## config.mk

```make
export PLATFORM = sky130hd
export DESIGN_NAME = pll_core
export DESIGN_NICKNAME = d
export VERILOG_FILES = /design/src/pll_core_pkg.sv /design/src/sync_edge.sv /design/src/pulse_divider.sv /design/src/pll_core.sv
export SDC_FILE = /design/constraint.sdc
export NUM_CORES = 1
export LEC_CHECK = 0
export BUFFER_PORTS_ARGS = -buffer_cell sky130_fd_sc_hd__buf_2
export CORE_MARGIN = 1.5
export CORE_UTILIZATION = 63
export CTS_BUF_LIST = sky130_fd_sc_hd__clkbuf_8
export DETAILED_ROUTE_END_ITERATION = 8
export HOLD_SLACK_MARGIN = 0.05
export PLACE_DENSITY_LB_ADDON = 0.08
export SLEW_MARGIN = 30
export SYNTH_ARGS = -nofsm -noshare
export SYNTH_HDL_FRONTEND = slang
export SYNTH_SLANG_ARGS = --single-unit
```

## constraint.sdc

```tcl
create_clock -name i_clk -period 4.95 [get_ports i_clk]
set_clock_uncertainty 0.15 [all_clocks]
set_input_delay 0 -clock i_clk [delete_from_list [all_inputs] [get_ports i_clk]]
set_output_delay 0 -clock i_clk [all_outputs]
set_load 0.05 [all_outputs]
```

## src/pll_core_pkg.sv

```systemverilog
/*
  Shared constants for the PLL digital core: serial word layout, latch
  fields, output-select codes, lock timing and the register map.
  Assumes a 100 MHz core clock; the lock tick counts derive from that rate.
*/
package pll_core_pkg;
  // Core clock rate and lock thresholds
  localparam int CLK_MHZ = 100;
  localparam int LOCK_NS = 15;
  localparam int UNLOCK_NS = 25;
  localparam int ERR_W = 16;
  // Longest error that still counts as below the lock limit
  localparam logic [ERR_W-1:0] LOCK_TICKS = ERR_W'((LOCK_NS * CLK_MHZ) / 1000);
  localparam logic [ERR_W-1:0] UNLOCK_TICKS = ERR_W'((UNLOCK_NS * CLK_MHZ) / 1000);
  localparam logic [2:0] LOCK_RUN_LO = 3'h3;
  localparam logic [2:0] LOCK_RUN_HI = 3'h5;
  // Serial word and latch selection
  localparam int WORD_W = 24;
  localparam logic [1:0] SEL_REF = 2'h0;
  localparam logic [1:0] SEL_FB = 2'h1;
  localparam logic [1:0] SEL_FUNC = 2'h2;
  localparam logic [1:0] SEL_INIT = 2'h3;
  localparam logic [WORD_W-1:0] LATCH_RESET = 24'h000000;
  // Field positions
  localparam int REF_DIV_LSB = 2;
  localparam int REF_DIV_W = 14;
  localparam int BACKLASH_LSB = 16;
  localparam int PRECISION_BIT = 20;
  localparam int FB_DIV_LSB = 8;
  localparam int FB_DIV_W = 13;
  localparam int OUTSEL_LSB = 4;
  localparam int PWRDN_BIT = 7;
  // Antibacklash width in core cycles per two-bit code
  localparam logic [2:0] BACKLASH_CYC0 = 3'h3;
  localparam logic [2:0] BACKLASH_CYC1 = 3'h1;
  localparam logic [2:0] BACKLASH_CYC2 = 3'h6;
  localparam logic [2:0] BACKLASH_CYC3 = 3'h3;
  // Observation output selection codes
  localparam logic [2:0] OUT_LOW = 3'h0;
  localparam logic [2:0] OUT_DLOCK = 3'h1;
  localparam logic [2:0] OUT_FBDIV = 3'h2;
  localparam logic [2:0] OUT_HIGH = 3'h3;
  localparam logic [2:0] OUT_REFDIV = 3'h4;
  localparam logic [2:0] OUT_ALOCK = 3'h5;
  // Register map (word index) and event bits
  localparam logic [1:0] ADDR_STATUS = 2'h0;
  localparam logic [1:0] ADDR_MASK = 2'h1;
  localparam logic [1:0] ADDR_STATE = 2'h2;
  localparam int EV_W = 3;
  localparam int EV_LOCK = 0;
  localparam int EV_UNLOCK = 1;
  localparam int EV_LOAD = 2;
endpackage

```

## src/sync_edge.sv

```systemverilog
/*
  Two-flop synchroniser for a group of pins with rising-edge detect.
  Assumes the inputs are asynchronous to i_clk and slower than it.
*/
`timescale 1ns/1ps
`default_nettype none
module sync_edge #(
  parameter int W = 1
) (
  // Clock and control
  input wire logic i_clk,
  input wire logic i_rst,
  input wire logic i_ce,
  // Pins in, clean levels out
  input wire logic [W-1:0] i_async,
  output logic [W-1:0] o_level,
  output logic [W-1:0] o_rise
);
  logic [W-1:0] meta_reg;
  logic [W-1:0] level_reg;
  logic [W-1:0] last_reg;

  // Only the second and third stages feed logic; the first never does
  always_ff @(posedge i_clk)
  begin
    if (i_rst)
    begin
      meta_reg <= '0;
      level_reg <= '0;
      last_reg <= '0;
    end
    else if (i_ce)
    begin
      meta_reg <= i_async;
      level_reg <= meta_reg;
      last_reg <= level_reg;
    end
  end

  assign o_level = level_reg;
  assign o_rise = level_reg & ~last_reg;
endmodule
`default_nettype wire

```

## src/pulse_divider.sv

```systemverilog
/*
  Programmable edge divider: one output pulse per i_ratio input ticks.
  Assumes ticks are one-cycle pulses; ratio 0 behaves as ratio 1.
*/
`timescale 1ns/1ps
`default_nettype none
module pulse_divider #(
  parameter int W = 14
) (
  // Clock and control
  input wire logic i_clk,
  input wire logic i_rst,
  input wire logic i_ce,
  input wire logic i_clear,
  // Input ticks and ratio
  input wire logic i_tick,
  input wire logic [W-1:0] i_ratio,
  // Divided pulse
  output logic o_pulse
);
  logic [W-1:0] cnt_reg;
  logic last;

  assign last = (i_ratio <= W'(1)) || (cnt_reg >= i_ratio - W'(1));

  // Binary count of input edges, wrap at the ratio
  always_ff @(posedge i_clk)
  begin
    if (i_rst)
    begin
      cnt_reg <= '0;
      o_pulse <= 1'b0;
    end
    else if (i_ce)
    begin
      o_pulse <= 1'b0;
      if (i_clear)
        cnt_reg <= '0;
      else if (i_tick && last)
      begin
        cnt_reg <= '0;
        o_pulse <= 1'b1;
      end
      else if (i_tick)
        cnt_reg <= cnt_reg + W'(1);
    end
  end
endmodule
`default_nettype wire

```

## src/pll_core.sv

```systemverilog
/*
  Digital core of a clock-generator PLL: three-wire serial port into
  three latches, reference and feedback dividers, phase frequency
  detector with antibacklash delay, lock detection, observation output
  and a small Avalon-MM status/interrupt block.
  Assumes all pins are asynchronous and toggle well below 50 MHz, since
  they are sampled by the 100 MHz core clock.
*/
// The Avalon-MM interface to the registers and the placing of the registers were decided locally.
`timescale 1ns/1ps
`default_nettype none
module pll_core
  import pll_core_pkg::*;
(
  // Clock, reset, enable
  input wire logic i_clk,
  input wire logic i_rst,
  input wire logic i_ce,
  // Serial port and chip enable pins
  input wire logic i_serial_clock,
  input wire logic i_serial_data,
  input wire logic i_load_strobe,
  input wire logic i_chip_enable,
  // Divider inputs
  input wire logic i_reference_input,
  input wire logic i_feedback_input,
  // Charge pump drive
  output logic o_charge_pump_up,
  output logic o_charge_pump_down,
  output logic o_charge_pump_oe,
  // Observation output and open-drain analog lock
  output logic o_observation_output,
  output logic o_analog_lock_out,
  output logic o_analog_lock_oe,
  // Avalon-MM slave
  input wire logic [1:0] i_address,
  input wire logic i_read,
  input wire logic i_write,
  input wire logic [31:0] i_writedata,
  input wire logic [3:0] i_byteenable,
  output logic [31:0] o_readdata,
  output logic o_waitrequest,
  // Interrupt
  output logic o_irq
);
  // Synchronised pins
  logic [5:0] pin_level;
  logic [5:0] pin_rise;
  logic sdata_lvl;
  logic ce_lvl;
  logic sclk_rise;
  logic strobe_rise;
  logic ref_rise;
  logic fb_rise;

  // Serial port and latches
  logic [WORD_W-1:0] shift_reg;
  logic [WORD_W-1:0] ref_latch_reg;
  logic [WORD_W-1:0] fb_latch_reg;
  logic [WORD_W-1:0] func_latch_reg;
  logic init_load_reg;
  logic load_event;

  // Decoded fields
  logic [REF_DIV_W-1:0] ref_ratio;
  logic [FB_DIV_W-1:0] fb_ratio;
  logic [1:0] backlash_code;
  logic precision;
  logic [2:0] outsel;
  logic powered;

  // Dividers and detector
  logic ref_pulse;
  logic fb_pulse;
  logic ref_half_reg;
  logic fb_half_reg;
  logic up_reg;
  logic dn_reg;
  logic [2:0] backlash_cnt_reg;
  logic [2:0] backlash_cyc;
  logic pump_clear;
  logic evaluate;
  logic [ERR_W-1:0] err_cnt_reg;

  // Lock detection
  logic lock_reg;
  logic lock_next;
  logic [2:0] run_reg;
  logic [2:0] run_next;
  logic [2:0] run_target;

  // Register block
  logic [EV_W-1:0] status_reg;
  logic [EV_W-1:0] mask_reg;
  logic [EV_W-1:0] events;
  logic bus_done;
  logic status_read;

  // Pin order: data, clock, strobe, enable, reference, feedback
  sync_edge #(
    .W(6)
  ) u_pins (
    .i_clk(i_clk),
    .i_rst(i_rst),
    .i_ce(i_ce),
    .i_async({i_feedback_input, i_reference_input, i_chip_enable,
      i_load_strobe, i_serial_clock, i_serial_data}),
    .o_level(pin_level),
    .o_rise(pin_rise)
  );

  // Data and clock share the same sync depth, so setup is kept
  assign sdata_lvl = pin_level[0];
  assign sclk_rise = pin_rise[1];
  assign strobe_rise = pin_rise[2];
  assign ce_lvl = pin_level[3];
  assign ref_rise = pin_rise[4];
  assign fb_rise = pin_rise[5];

  // Latch field decode
  assign ref_ratio = ref_latch_reg[REF_DIV_LSB +: REF_DIV_W];
  assign backlash_code = ref_latch_reg[BACKLASH_LSB +: 2];
  assign precision = ref_latch_reg[PRECISION_BIT];
  assign fb_ratio = fb_latch_reg[FB_DIV_LSB +: FB_DIV_W];
  assign outsel = func_latch_reg[OUTSEL_LSB +: 3];
  assign powered = ce_lvl && !func_latch_reg[PWRDN_BIT];

  // Serial shift, one bit per serial clock rise, first bit ends on top
  always_ff @(posedge i_clk)
  begin
    if (i_rst)
      shift_reg <= LATCH_RESET;
    else if (i_ce && sclk_rise)
      shift_reg <= {shift_reg[WORD_W-2:0], sdata_lvl};
  end

  // Transfer to one latch on the load strobe rise
  always_ff @(posedge i_clk)
  begin
    if (i_rst)
    begin
      ref_latch_reg <= LATCH_RESET;
      fb_latch_reg <= LATCH_RESET;
      func_latch_reg <= LATCH_RESET;
      init_load_reg <= 1'b0;
    end
    else if (i_ce)
    begin
      init_load_reg <= 1'b0;
      if (strobe_rise)
      begin
        case (shift_reg[1:0])
          SEL_REF: ref_latch_reg <= shift_reg;
          SEL_FB: fb_latch_reg <= shift_reg;
          SEL_FUNC: func_latch_reg <= shift_reg;
          SEL_INIT:
          begin
            // Init writes the function layout and restarts the counters
            func_latch_reg <= shift_reg;
            init_load_reg <= 1'b1;
          end
          default: func_latch_reg <= func_latch_reg;
        endcase
      end
    end
  end

  assign load_event = i_ce && strobe_rise;

  // Reference divider
  pulse_divider #(
    .W(REF_DIV_W)
  ) u_ref_div (
    .i_clk(i_clk),
    .i_rst(i_rst),
    .i_ce(i_ce),
    .i_clear(!powered || init_load_reg),
    .i_tick(ref_rise),
    .i_ratio(ref_ratio),
    .o_pulse(ref_pulse)
  );

  // Feedback divider
  pulse_divider #(
    .W(FB_DIV_W)
  ) u_fb_div (
    .i_clk(i_clk),
    .i_rst(i_rst),
    .i_ce(i_ce),
    .i_clear(!powered || init_load_reg),
    .i_tick(fb_rise),
    .i_ratio(fb_ratio),
    .o_pulse(fb_pulse)
  );

  // Half-rate copies so the divided rates are visible on a pin
  always_ff @(posedge i_clk)
  begin
    if (i_rst)
    begin
      ref_half_reg <= 1'b0;
      fb_half_reg <= 1'b0;
    end
    else if (i_ce)
    begin
      ref_half_reg <= ref_half_reg ^ ref_pulse;
      fb_half_reg <= fb_half_reg ^ fb_pulse;
    end
  end

  // Antibacklash width per code
  always_comb
  begin
    case (backlash_code)
      2'h0: backlash_cyc = BACKLASH_CYC0;
      2'h1: backlash_cyc = BACKLASH_CYC1;
      2'h2: backlash_cyc = BACKLASH_CYC2;
      2'h3: backlash_cyc = BACKLASH_CYC3;
      default: backlash_cyc = BACKLASH_CYC0;
    endcase
  end

  // Both sides active: hold for the backlash width, then release both
  assign pump_clear = up_reg && dn_reg && (backlash_cnt_reg >= backlash_cyc);
  // First cycle with both set closes one phase comparison
  assign evaluate = up_reg && dn_reg && (backlash_cnt_reg == 3'h0);

  // Phase frequency detector; a new edge wins over the release
  always_ff @(posedge i_clk)
  begin
    if (i_rst)
    begin
      up_reg <= 1'b0;
      dn_reg <= 1'b0;
      backlash_cnt_reg <= 3'h0;
    end
    else if (i_ce)
    begin
      if (!powered)
      begin
        up_reg <= 1'b0;
        dn_reg <= 1'b0;
        backlash_cnt_reg <= 3'h0;
      end
      else
      begin
        up_reg <= ref_pulse || (up_reg && !pump_clear);
        dn_reg <= fb_pulse || (dn_reg && !pump_clear);
        if (pump_clear || !(up_reg && dn_reg))
          backlash_cnt_reg <= 3'h0;
        else
          backlash_cnt_reg <= backlash_cnt_reg + 3'h1;
      end
    end
  end

  // Error width in core ticks, saturating on frequency error
  always_ff @(posedge i_clk)
  begin
    if (i_rst)
      err_cnt_reg <= '0;
    else if (i_ce)
    begin
      if (!powered || evaluate)
        err_cnt_reg <= '0;
      else if ((up_reg ^ dn_reg) && (err_cnt_reg != '1))
        err_cnt_reg <= err_cnt_reg + ERR_W'(1);
    end
  end

  // Lock run target from the precision bit
  assign run_target = precision ? LOCK_RUN_HI : LOCK_RUN_LO;

  // Lock qualification per comparison
  always_comb
  begin
    lock_next = lock_reg;
    run_next = run_reg;
    if (!powered)
    begin
      lock_next = 1'b0;
      run_next = 3'h0;
    end
    else if (evaluate && lock_reg)
    begin
      if (err_cnt_reg > UNLOCK_TICKS)
      begin
        lock_next = 1'b0;
        run_next = 3'h0;
      end
    end
    else if (evaluate)
    begin
      if (err_cnt_reg <= LOCK_TICKS)
      begin
        if (run_reg + 3'h1 >= run_target)
        begin
          lock_next = 1'b1;
          run_next = 3'h0;
        end
        else
          run_next = run_reg + 3'h1;
      end
      else
        run_next = 3'h0;
    end
  end

  // Lock state
  always_ff @(posedge i_clk)
  begin
    if (i_rst)
    begin
      lock_reg <= 1'b0;
      run_reg <= 3'h0;
    end
    else if (i_ce)
    begin
      lock_reg <= lock_next;
      run_reg <= run_next;
    end
  end

  // Pin drivers; pump floats while powered down
  always_ff @(posedge i_clk)
  begin
    if (i_rst)
    begin
      o_charge_pump_up <= 1'b0;
      o_charge_pump_down <= 1'b0;
      o_charge_pump_oe <= 1'b0;
      o_analog_lock_out <= 1'b0;
      o_analog_lock_oe <= 1'b0;
    end
    else if (i_ce)
    begin
      o_charge_pump_up <= up_reg && powered;
      o_charge_pump_down <= dn_reg && powered;
      o_charge_pump_oe <= powered;
      o_analog_lock_out <= 1'b0;
      // Pull low only during phase error pulses; released while quiet
      o_analog_lock_oe <= powered && (up_reg ^ dn_reg);
    end
  end

  // Observation output multiplexer
  always_ff @(posedge i_clk)
  begin
    if (i_rst)
      o_observation_output <= 1'b0;
    else if (i_ce)
    begin
      case (outsel)
        OUT_LOW: o_observation_output <= 1'b0;
        OUT_DLOCK: o_observation_output <= lock_reg;
        OUT_FBDIV: o_observation_output <= fb_half_reg;
        OUT_HIGH: o_observation_output <= 1'b1;
        OUT_REFDIV: o_observation_output <= ref_half_reg;
        OUT_ALOCK: o_observation_output <= !(powered && (up_reg ^ dn_reg));
        default: o_observation_output <= 1'b0;
      endcase
    end
  end

  // Avalon-MM slave: one wait cycle, completion when waitrequest low
  assign bus_done = (i_read || i_write) && !o_waitrequest;
  assign status_read = bus_done && i_read && (i_address == ADDR_STATUS);

  always_ff @(posedge i_clk)
  begin
    if (i_rst)
      o_waitrequest <= 1'b1;
    else if (i_ce)
      o_waitrequest <= !((i_read || i_write) && o_waitrequest);
  end

  // Read data captured as waitrequest drops; unmapped reads zero
  always_ff @(posedge i_clk)
  begin
    if (i_rst)
      o_readdata <= 32'h00000000;
    else if (i_ce && i_read && o_waitrequest)
    begin
      case (i_address)
        ADDR_STATUS: o_readdata <= {29'h0, status_reg};
        ADDR_MASK: o_readdata <= {29'h0, mask_reg};
        ADDR_STATE: o_readdata <= {26'h0, run_reg, powered, ce_lvl, lock_reg};
        default: o_readdata <= 32'h00000000;
      endcase
    end
  end

  // Sticky events; a new event wins over the read clear
  assign events = {load_event, lock_reg && !lock_next, !lock_reg && lock_next};

  always_ff @(posedge i_clk)
  begin
    if (i_rst)
    begin
      status_reg <= '0;
      mask_reg <= '0;
      o_irq <= 1'b0;
    end
    else if (i_ce)
    begin
      status_reg <= (status_read ? '0 : status_reg) | events;
      if (bus_done && i_write && i_byteenable[0] && (i_address == ADDR_MASK))
        mask_reg <= i_writedata[EV_W-1:0];
      o_irq <= |(status_reg & mask_reg);
    end
  end
endmodule
`default_nettype wire

```

### After elaboration in Yosys (flattened, before gate mapping)

Index checks and enable logic that the tools add are counted.
W data, S select, Z words.

| word-level totals | value |
|---|---|
| memories | 0 |
| bits in latches | 0 |
| memory bits (read-only) | 0 |
| word-level logic and storage cells | 164 |
| bits of input ports | 49 |
| RAM bits | 0 |
| output and inout port bits | 40 |
| bits in registers | 191 |

| operators by class | value |
|---|---|
| reduce and logical (&&, ||, !) cells | 61 |
| $mul | 0 |
| shift-type cells | 0 |
| magnitude comparators | 8 |
| mux-type cells | 35 |
| add/sub/neg operators | 7 |
| divide/modulo/power cells | 0 |
| eq/ne operators | 16 |
| bitwise logic cells | 7 |

Operators by type and width:

| kind | number |
|---|---|
| $mux W14 | 3 |
| $mux W13 | 3 |
| $mux W16 | 2 |
| $mux W3 | 10 |
| $logic_and A1 B1 Y1 | 26 |
| $pmux W6 S3 | 1 |
| $add A16 B1 Y16 const B | 1 |
| $gt A16 B2 Y1 const B | 1 |
| $le A16 B1 Y1 const B | 1 |
| $ne A16 B16 Y1 const B | 1 |
| $add A14 B1 Y14 const B | 1 |
| $ge A14 B14 Y1 | 1 |
| $le A14 B1 Y1 const B | 1 |
| $mux W1 | 14 |
| $sub A14 B1 Y14 const B | 1 |
| $add A13 B1 Y13 const B | 1 |
| $ge A13 B13 Y1 | 1 |
| $le A13 B1 Y1 const B | 1 |
| $sub A13 B1 Y13 const B | 1 |
| $reduce_and A3 Y1 | 4 |
| $eq A2 B2 Y1 const B | 5 |
| $logic_not A1 Y1 | 9 |
| $pmux W3 S3 | 1 |
| $logic_or A1 B1 Y1 | 8 |
| 21 further kinds | 36 |

### Logic depth before layout (Yosys ltp)

Gate-level depths: netlist of run 1.

| logic depth | value |
|---|---|
| depth in word-level cells | 10 |
| depth in mapped cells | 13 |

### Cells and area by module

A second synthesis of run 1 with hierarchy kept.

| unflattened totals | value |
|---|---|
| cells, all modules | 946 |
| area total of the unflattened synthesis | 7887.6 um2 |

Modules (own cells, without submodules):

| module | seq. area each (um2) | times used | area an instance (um2) | cells each |
|---|---|---|---|---|
| pll_core | 2042.0 | 1 | 4605.7 | 566 |
| pulse_divider at u_ref_div | 300.3 | 1 | 1317.5 | 162 |
| pulse_divider at u_fb_div | 280.3 | 1 | 1277.5 | 154 |
| sync_edge | 360.3 | 1 | 686.9 | 64 |

### Worst setup path before layout of run 1

Ideal clock, no wire load.

| timing | value |
|---|---|
| kind | register -> register |
| from | reg ref_latch_reg[4] |
| to | reg u_ref_div.cnt_reg[2] |
| setup slack | 1.732 ns |
| data required time | 4.721 ns |
| data arrival time | 2.989 ns |
| cell stages (with the launch flop) | 14 |
| period minus slack after synthesis | 3.218 ns |
| path through | dfxtp_1 or4_4 nor3_4 nand2_1 or3_1 xor2_1 ha_1 nand4_1 o21bai_1 a311o_2 nor4_4 buf_4 nand3b_1 o211ai_1 |

| on the way | value |
|---|---|
| longest elaborated chain between the ends | 6 |

RTL lines:

| what | RTL line | source |
|---|---|---|
| start, declared | pll_core.sv:58 | `logic [WORD_W-1:0] ref_latch_reg;` |
| start signal, assigned | pll_core.sv:153 | `SEL_REF: ref_latch_reg <= shift_reg;` |
| $sub A14 B1 Y14 | pulse_divider.sv:24 | `assign last = (i_ratio <= W'(1)) \|\| (cnt_reg >= i_ratio - W'(1));` |
| $ge A14 B14 Y1 | pulse_divider.sv:24 |  |
| $logic_or A1 B1 Y1 * | pulse_divider.sv:24 |  |
| $logic_and A1 B1 Y1 * | pulse_divider.sv:39 | `else if (i_tick && last)` |
| $reduce_bool A3 Y1 (no line) or $mux W14 (tied branches) | - |  |
| $reduce_and A2 Y1 (no line) or $mux W14 (tied branches) | - |  |
| end signal, assigned | pulse_divider.sv:45 | `cnt_reg <= cnt_reg + W'(1);` |
| end, declared | pulse_divider.sv:21 | `logic [W-1:0] cnt_reg;` |

Mark *: on every way between the ends. The rest lies on a longest branch, timed or not.
A chain may end at the register's enable or synchronous reset.

### Final worst setup path of run 1

| timing | value |
|---|---|
| from | reg ref_latch_reg[4] |
| to | reg u_ref_div.cnt_reg[10] |

The elaborated chain is that of the path after synthesis.

==> out/qor.txt, run 1 <==
status = finished clean
ordered list of cells on the worst path = or4_4 > nor3_4 > nand2_1 > or3_1 > xor2_1 > ha_1 > nand4_1 > o21bai_1 > a311o_2 > nor4_4 > a21oi_1 > a21oi_1
Post-route DRC = 0
number of flops mapped to enable cells by yosys = 0
most common cell after layout, fill and taps aside = sky130_fd_sc_hd__nand2_1
multi-input combinational cell area = 0.00431 mm²
power density over cell area = 267 mW/mm²
endpoints failing hold = 0
final setup violation count = 0
total length of routed wires = 17,100 µm
Starting Density = 65.7%
placer's final routability congestion estimate = 0.818
antenna violations before repair = 0
max reg flops = 21
Max-Cap Viols = 0
Clk pin slew, worst setup/hold paths = 0.08 ns
number of synthesized register bits = 147
power share of the combinational group = 7.1%
Worst Max-Slew Pin Slew = 0.924 ns
I/O pin cnt = 89
level count of the clock H-tree = 4
worst flop-to-flop path startpoint = ref_latch_reg[4]$_SDFFE_PP0P_
post-CTS repair timing setup buffer count = 0
final worst path period share = 75.1%
worst min-delay path startpoint = i_load_strobe
Sequential Power Share = 54.2%
cell with the most instances on the worst path = sky130_fd_sc_hd__a21oi_1
post-synthesis instance area = 0.00760 mm²
die height = 113 µm
number of global-route vias before repair = 6,247
hold depth = 4
Worst Reg-to-Reg Cells = 12
leading register cell type out of synthesis = sky130_fd_sc_hd__dfxtp_1
Worst Hold End = u_pins.meta_reg[2]$_SDFFE_PP0P_
Worst Setup Slack post-DPL = 1.27 ns
Sw Ratio = 28.0%
Inserted Clock Buffers = 17
wire length of the first global-routing pass = 29,000 µm
core area = 0.0116 mm²
hpwl dp = 11,900 µm
gate count after technology mapping = 941
slowest library cell on the worst path = sky130_fd_sc_hd__or4_4
row count = 39
startpoint types = flop
count of filler cells inserted in the layout = 924
count of distinct cell types in the synthesized netlist = 58
shortest period the worst path allows = 3.72 ns
RR Endpoint = u_ref_div.cnt_reg[10]$_SDFFE_PP0P_
fraction of layout instances using a drive strength above 1 = 8.00%
overflow left after global routing = 0
Largest stage delay, worst path = 0.58 ns
overall track demand over capacity in global routing = 28.1%
gate family responsible for the most delay along the worst path = simple AND/OR/NAND/NOR gates
required time at the endpoint of the critical path = 5.19 ns
total number of clock tree sinks = 147
RSZ-0062 raised after global routing = no
nets@finish = 1,070
Vias/cell = 5.83
fraction of power consumed by the clock network = 38.8%
buffer levels on the longest clock path = 2
TritonCTS clock tree = done
DRC marker count from the first detailed-route iteration = 589
maximum number of pins on one net before global-route repair = 97
Leak = 3.28 nW
average footprint of a synthesized cell = 8.07 µm²
nature of the critical path endpoint = flop
leading cell types in the layout, fill and taps excluded = sky130_fd_sc_hd__nand2_1, sky130_fd_sc_hd__dfxtp_1, sky130_fd_sc_hd__nor2_1
Internal = 1.59 mW
full die area = 0.0127 mm²
iteration count of the initial detailed-routing pass = 5
diodes inserted = 0
register cell area after layout = 0.00294 mm²
antenna-violating nets left = 0
FMAX = 269 MHz
Root Driver = sky130_fd_sc_hd__clkbuf_8
Worst Slack Setup Final = 1.23 ns
Syn. warnings = 0
Max Transition Viols Final = 0
path category of the worst min-delay check = in -> reg
Horiz. Die Dim = 113 µm
Rel. slew slack = 38.2%
count of buffering cells on the critical path with inverters included = 0
clock latency at the later pin of the worst-skew pair = 0.46 ns
slack of the worst reg-to-reg path = 1.23 ns
total via count after detailed routing = 6,584
sequential-to-total area share from yosys stat = 38.7%
CP Launch Point = ref_latch_reg[4]$_SDFFE_PP0P_
critical path arrival = 3.95 ns
wire length per cell after detailed routing = 15.2 µm
net switching power of the design = 618 µW
async set-or-reset flop fraction in the synthesized netlist = 0%
type of the worst setup path = reg -> reg
area growth from synthesis to final layout = 8.86%
final total negative setup slack = 0 ns
count of input and output buffers = 29
VDD IR max = 241 µV
largest driver fanout on the critical path = 14
cell type report:
class	instances	share of cell area, %
sequential	147	35.6
clock buffer	18	3.00
inverter	21	0.953
clock inverter	13	1.24
multi-input combinational	732	52.2
tap	143	2.16
timing repair buffer	56	4.90
worst register-to-register path, delay by kind of cell, from the launching register on:
| family | cells | cell delay (ns) |
|---|---|---|
| flip-flops | 1 | 0.35 |
| adder cells (fa/ha/maj) | 1 | 0.29 |
| AO/OA/AOI/OAI | 4 | 0.80 |
| XOR/XNOR | 1 | 0.17 |
| AND/OR/NAND/NOR | 6 | 1.89 |
cells in the mapped netlist (5+ instances only):
master | count | area share, %
sky130_fd_sc_hd__nand2_1 | 161 | 8.0
sky130_fd_sc_hd__dfxtp_1 | 147 | 39
sky130_fd_sc_hd__nor2_1 | 95 | 4.7
sky130_fd_sc_hd__a21oi_1 | 88 | 5.8
sky130_fd_sc_hd__nand3_1 | 56 | 3.7
sky130_fd_sc_hd__ha_1 | 46 | 7.6
sky130_fd_sc_hd__clkbuf_1 | 31 | 1.5
sky130_fd_sc_hd__xnor2_1 | 29 | 3.3
sky130_fd_sc_hd__buf_4 | 28 | 2.8
sky130_fd_sc_hd__mux2i_1 | 26 | 3.4
sky130_fd_sc_hd__o21ai_0 | 24 | 1.6
sky130_fd_sc_hd__xor2_1 | 23 | 2.7
sky130_fd_sc_hd__inv_1 | 21 | 1.0
sky130_fd_sc_hd__nand4_1 | 19 | 1.6
sky130_fd_sc_hd__nor3_1 | 18 | 1.2
sky130_fd_sc_hd__nor4_1 | 17 | 1.4
sky130_fd_sc_hd__nand2b_1 | 13 | 1.1
sky130_fd_sc_hd__nor2b_1 | 9 | 0.74
sky130_fd_sc_hd__buf_1 | 6 | 0.30
sky130_fd_sc_hd__or3_1 | 6 | 0.49
sky130_fd_sc_hd__a211oi_1 | 5 | 0.49
sky130_fd_sc_hd__and3_1 | 5 | 0.41
sky130_fd_sc_hd__nor3b_1 | 5 | 0.49
sky130_fd_sc_hd__or2_2 | 5 | 0.41
how the worst max path moves through the flow:
stage | endpoint | slack, ns | cells past startpoint
2_1_floorplan | u_ref_div.cnt_reg[2]$_SDFFE_PP0P_ | 1.73 | 13
3_3_place_gp | u_ref_div.cnt_reg[10]$_SDFFE_PP0P_ | 1.39 | 12
3_5_place_dp | u_ref_div.cnt_reg[10]$_SDFFE_PP0P_ | 1.27 | 12
4_1_cts | u_ref_div.cnt_reg[10]$_SDFFE_PP0P_ | 1.26 | 12
5_1_grt | u_ref_div.cnt_reg[2]$_SDFFE_PP0P_ | 0.97 | 12
6_report | u_ref_div.cnt_reg[10]$_SDFFE_PP0P_ | 1.23 | 12
stage by stage:
stage | hold WS, ns | total power [mW] | instances | util, % | area (µm²)
after floorplan | -0.00284 | 1.36 | 967 | - | 7690
after global placement | 0.0847 | 1.36 | 1077 | 66.6 | 7700
after detailed placement | 0.0935 | 1.37 | 1077 | 66.6 | 7700
after CTS | 0.163 | 2.21 | 1130 | 71.5 | 8270
after global routing | 0.181 | 2.28 | 1130 | 71.5 | 8270
final | 0.171 | 2.21 | 1130 | 71.5 | 8270
metal layers:
layer  vias up  wire length [µm]  share of wire (%)  global-route usage, %
met2       184              8450                 49                   48.2
li1       3262                 -                  -                      -
met5         -                 0                  0                      0
met3        30               835                4.9                   6.05
met1      3108              7610                 44                   35.5
met4         0               242                1.4                   9.03
repair_timing:
| item | CTS | global route |
|---|---|---|
| endpoints found under the hold margin | 42 | 0 |
| resized for setup | 0 | 0 |
| hold buffers | 22 | 0 |
logic make-up after synthesis:
group	share of synthesized area (%)
and+or+nand+nor	26.5
xor gates and xnor gates	5.99
other	0.0494
buffers and inverters	5.76
AOI/OAI and AO/OA	11.8
muxes	3.57
adders and majority gates	7.58
DFF	38.7
power groups by stage:
stage | logic, mW | registers (mW) | clock network [mW]
floorplan | 0.123 | 1.23 | 0
global placement | 0.140 | 1.22 | 0
detailed placement | 0.142 | 1.23 | 0
CTS | 0.153 | 1.20 | 0.862
global route | 0.168 | 1.20 | 0.916
finish | 0.156 | 1.20 | 0.857
Power figures use the tool's default switching activity.
==> inputs of run 2 (changes only) <==
--- a/config.mk
+++ b/config.mk
@@ -5,9 +5,10 @@
 export SDC_FILE = /design/constraint.sdc
 export NUM_CORES = 1
 export LEC_CHECK = 0
+export ABC_AREA = 1
 export BUFFER_PORTS_ARGS = -buffer_cell sky130_fd_sc_hd__buf_2
 export CORE_MARGIN = 1.5
-export CORE_UTILIZATION = 63
+export CORE_UTILIZATION = 55
 export CTS_BUF_LIST = sky130_fd_sc_hd__clkbuf_8
 export DETAILED_ROUTE_END_ITERATION = 8
 export HOLD_SLACK_MARGIN = 0.05
==> constraint.sdc (replaced) <==
create_clock -name i_clk -period 3.2 [get_ports i_clk]
set_clock_uncertainty 0.15 [all_clocks]
set_input_delay 0 -clock i_clk [delete_from_list [all_inputs] [get_ports i_clk]]
set_output_delay 0 -clock i_clk [all_outputs]
set_load 0.05 [all_outputs]
==> run 2 against run 1 <==
  * Final area is 8.1% higher
  * Die area is 20% higher
  * Core utilization is 7.6 points lower
  * Via count is 7.6% higher
  * Critical path type unchanged
==> out/qor.txt, run 2 <==
status = finished clean (unchanged)
count of filler cells inserted in the layout = 1,300 (was 924)
DRC marker count from the first detailed-route iteration = 468 (was 589)
shortest period the worst path allows = 2.86 ns (was 3.72 ns)
I/O pin cnt = 89 (unchanged)
Clk pin slew, worst setup/hold paths = 0.08 ns (about the same)
average footprint of a synthesized cell = 7.00 µm² (was 8.07 µm²)
Max-Cap Viols = 0 (unchanged)
Horiz. Die Dim = 123 µm (was 113 µm)
startpoint types = flop (unchanged)
most frequent cells after synthesis = sky130_fd_sc_hd__nor2_1, sky130_fd_sc_hd__nand2_1, sky130_fd_sc_hd__dfxtp_1, sky130_fd_sc_hd__inv_1, sky130_fd_sc_hd__o21ai_0 (was sky130_fd_sc_hd__nand2_1, sky130_fd_sc_hd__dfxtp_1, sky130_fd_sc_hd__nor2_1, sky130_fd_sc_hd__a21oi_1, sky130_fd_sc_hd__nand3_1)
Inserted Clock Buffers = 17 (unchanged)
async set-or-reset flop fraction in the synthesized netlist = 0% (unchanged)
total length of routed wires = 17,600 µm (was 17,100 µm)
level count of the clock H-tree = 4 (unchanged)
Root Driver = sky130_fd_sc_hd__clkbuf_8 (unchanged)
max reg flops = 21 (unchanged)
endpoints failing hold = 0 (unchanged)
overall track demand over capacity in global routing = 24.5% (was 28.1%)
slowest library cell on the worst path = sky130_fd_sc_hd__dfxtp_1 (was sky130_fd_sc_hd__or4_4)
critical path arrival = 3.07 ns (was 3.95 ns)
final total negative setup slack = 0 ns (unchanged)
Largest stage delay, worst path = 0.35 ns (was 0.58 ns)
antenna-violating nets left = 0 (unchanged)
overflow left after global routing = 0 (unchanged)
count of distinct cell types in the synthesized netlist = 39 (was 58)
path category of the worst min-delay check = reg -> reg (was in -> reg)
total number of clock tree sinks = 147 (unchanged)
full die area = 0.0152 mm² (was 0.0127 mm²)
Leak = 4.04 nW (was 3.28 nW)
ordered list of cells on the worst path = inv_1 > nand3_1 > nor3_2 > nand3b_1 > nor3_2 > xor2_1 > inv_1 > ha_1 > nand2_1 > nor2_1 > nor3b_2 > nand2_1 > nand3_1 > nand2_1 > nand2_1 > nand2_1 > nand2_4 > nor2_1 (was or4_4 > nor3_4 > nand2_1 > or3_1 > xor2_1 > ha_1 > nand4_1 > o21bai_1 > a311o_2 > nor4_4 > a21oi_1 > a21oi_1)
final setup violation count = 0 (unchanged)
nets@finish = 1,293 (was 1,070)
final worst path period share = 89.2% (was 75.1%)
most common cell after layout, fill and taps aside = sky130_fd_sc_hd__nor2_1 (was sky130_fd_sc_hd__nand2_1)
Vias/cell = 5.09 (was 5.83)
fraction of layout instances using a drive strength above 1 = 9.17% (was 8.00%)
area growth from synthesis to final layout = 12.2% (was 8.86%)
number of synthesized register bits = 147 (unchanged)
leading cell types in the layout, fill and taps excluded = sky130_fd_sc_hd__nor2_1, sky130_fd_sc_hd__nand2_1, sky130_fd_sc_hd__dfxtp_1 (was sky130_fd_sc_hd__nand2_1, sky130_fd_sc_hd__dfxtp_1, sky130_fd_sc_hd__nor2_1)
Worst Reg-to-Reg Cells = 18 (was 12)
sequential-to-total area share from yosys stat = 36.9% (was 38.7%)
Synth area leader = sky130_fd_sc_hd__dfxtp_1 (unchanged)
power share of the combinational group = 13.9% (was 7.1%)
TritonCTS clock tree = done (unchanged)
hpwl dp = 12,400 µm (was 11,900 µm)
buffer levels on the longest clock path = 2 (unchanged)
Final Total Pwr = 3.90 mW (was 2.21 mW)
cell with the most instances on the worst path = sky130_fd_sc_hd__nand2_1 (was sky130_fd_sc_hd__a21oi_1)
placer's final routability congestion estimate = 0.802 (was 0.818)
top-count cell post-synth = sky130_fd_sc_hd__nor2_1 (was sky130_fd_sc_hd__nand2_1)
type of the worst setup path = reg -> reg (unchanged)
net switching power of the design = 1.16 mW (was 618 µW)
hold depth = 2 (was 4)
Sw Ratio = 29.7% (was 28.0%)
antenna violations before repair = 0 (unchanged)
Starting Density = 57.0% (was 65.7%)
wire length per cell after detailed routing = 12.7 µm (was 15.2 µm)
Sequential Power Share = 49.1% (was 54.2%)
row count = 43 (was 39)
register cell area after layout = 0.00294 mm² (unchanged)
core area = 0.0140 mm² (was 0.0116 mm²)
area fraction of the dominant cell type after synthesis = 36.9% (was 38.7%)
largest driver fanout on the critical path = 8 (was 14)
Worst Max-Slew Pin Slew = 0.700 ns (was 0.924 ns)
diodes inserted = 0 (unchanged)
total via count after detailed routing = 7,084 (was 6,584)
iteration count of the initial detailed-routing pass = 6 (was 5)
VDD IR max = 368 µV (was 241 µV)
number of global-route vias before repair = 6,465 (was 6,247)
post-synthesis instance area = 0.00797 mm² (was 0.00760 mm²)
gate count after technology mapping = 1,139 (was 941)
die height = 123 µm (was 113 µm)
fraction of power consumed by the clock network = 37.1% (was 38.8%)
leading register cell type out of synthesis = sky130_fd_sc_hd__dfxtp_1 (unchanged)
Max Transition Viols Final = 0 (unchanged)
number of flops mapped to enable cells by yosys = 0 (unchanged)
clock latency at the later pin of the worst-skew pair = 0.46 ns (about the same)
Synth area leaders = sky130_fd_sc_hd__dfxtp_1, sky130_fd_sc_hd__nor2_1, sky130_fd_sc_hd__nand2_1, sky130_fd_sc_hd__ha_1, sky130_fd_sc_hd__o21ai_0 (was sky130_fd_sc_hd__dfxtp_1, sky130_fd_sc_hd__nand2_1, sky130_fd_sc_hd__ha_1, sky130_fd_sc_hd__a21oi_1, sky130_fd_sc_hd__nor2_1)
Rel. slew slack = 53.3% (was 38.2%)
FMAX = 350 MHz (was 269 MHz)
nature of the critical path endpoint = flop (unchanged)
Syn. warnings = 0 (unchanged)
maximum number of pins on one net before global-route repair = 47 (was 97)
power density over cell area = 437 mW/mm² (was 267 mW/mm²)
Internal = 2.75 mW (was 1.59 mW)
Post-route DRC = 0 (unchanged)
multi-input combinational cell area = 0.00440 mm² (was 0.00431 mm²)
required time at the endpoint of the critical path = 3.41 ns (was 5.19 ns)
wire length of the first global-routing pass = 29,500 µm (was 29,000 µm)
count of input and output buffers = 29 (unchanged)
run 2: changes by cell type after synthesis, moves of 17 or more:
cell | previous run | this run
sky130_fd_sc_hd__nor2_1 | 95 | 210
sky130_fd_sc_hd__xnor2_1 | 29 | 4
sky130_fd_sc_hd__nor4_1 | 17 | 0
sky130_fd_sc_hd__mux2i_1 | 26 | 0
sky130_fd_sc_hd__xor2_1 | 23 | 41
sky130_fd_sc_hd__inv_1 | 21 | 108
sky130_fd_sc_hd__o21ai_0 | 24 | 86
sky130_fd_sc_hd__nand2_1 | 161 | 205
run 2: area by class of cell:
type | instances | share of cell area [%]
Clock inverter | 12 | 1.33
Inverter | 113 | 4.74
Timing Repair Buffer | 72 | 6.27
Tap cell | 180 | 2.52
Sequential cell | 147 | 32.9
Multi-Input combinational cell | 847 | 49.2
Clock buffer | 20 | 3.08
run 2: kinds of logic after synthesis:
family	synth area share [%]
flops	36.9
compound gates	13.0
buf+inv	9.55
simple gates	28.3
other cells	0.0471
xor+xnor	4.95
fa+ha+maj	7.22
run 2: worst max-delay path: cells and delay by family (launching register included):
kind / cells / cell delay [ns]
flops: 1 / 0.35
fa+ha+maj: 1 / 0.29
xor+xnor: 1 / 0.17
buf+inv: 2 / 0.17
simple gates: 14 / 1.65
run 2: power groups by stage:
stage / combinational [mW] / clock, mW / sequential, mW
after floorplan: 0.408 / 0 / 1.96
after global placement: 0.493 / 0 / 1.96
after detailed placement: 0.499 / 0 / 1.96
after CTS: 0.530 / 1.48 / 1.92
after global routing: 0.614 / 1.55 / 1.92
final: 0.541 / 1.45 / 1.92
run 2: per-stage QoR:
| step | setup WS [ns] | cell area (µm²) | utilization (%) | instances | hold WS [ns] |
|---|---|---|---|---|---|
| 6_report | 0.345 | 8940 | 63.9 | 1391 | 0.316 |
| 5_1_grt | -0.0270 | 8940 | 63.9 | 1391 | 0.346 |
| 4_1_cts | 0.102 | 8900 | 63.6 | 1390 | 0.317 |
| 3_5_place_dp | 0.111 | 8190 | 58.5 | 1326 | 0.0770 |
| 3_3_place_gp | 0.170 | 8190 | 58.5 | 1326 | 0.0734 |
| 2_1_floorplan | 0.431 | 8070 | - | 1165 | -0.0151 |
run 2: what timing repair did:
action	CTS	global route
setup endpoints to repair	0	22
endpoints found under the hold margin	90	0
gates resized for setup	0	9
hold buffers	32	0
buffers inserted	0	1
run 2: per-layer routing:
layer	wire length [µm]	part of all wire (%)	global-route usage [%]
met1	8290	47	31.9
met2	8210	47	40.2
met3	867	4.9	5.63
met4	251	1.4	8.33
met5	0	0	0
run 2: worst paths after layout:
kind,to,startpoint,slack (ns)
max reg2reg,u_ref_div.cnt_reg[13]$_SDFFE_PP0P_,ref_latch_reg[5]$_SDFFE_PP0P_,0.34
min reg2reg,o_charge_pump_oe$_SDFFE_PP0P_,o_charge_pump_oe$_SDFFE_PP0P_,0.32
min,o_charge_pump_oe$_SDFFE_PP0P_,o_charge_pump_oe$_SDFFE_PP0P_,0.32
max,u_ref_div.cnt_reg[13]$_SDFFE_PP0P_,ref_latch_reg[5]$_SDFFE_PP0P_,0.34
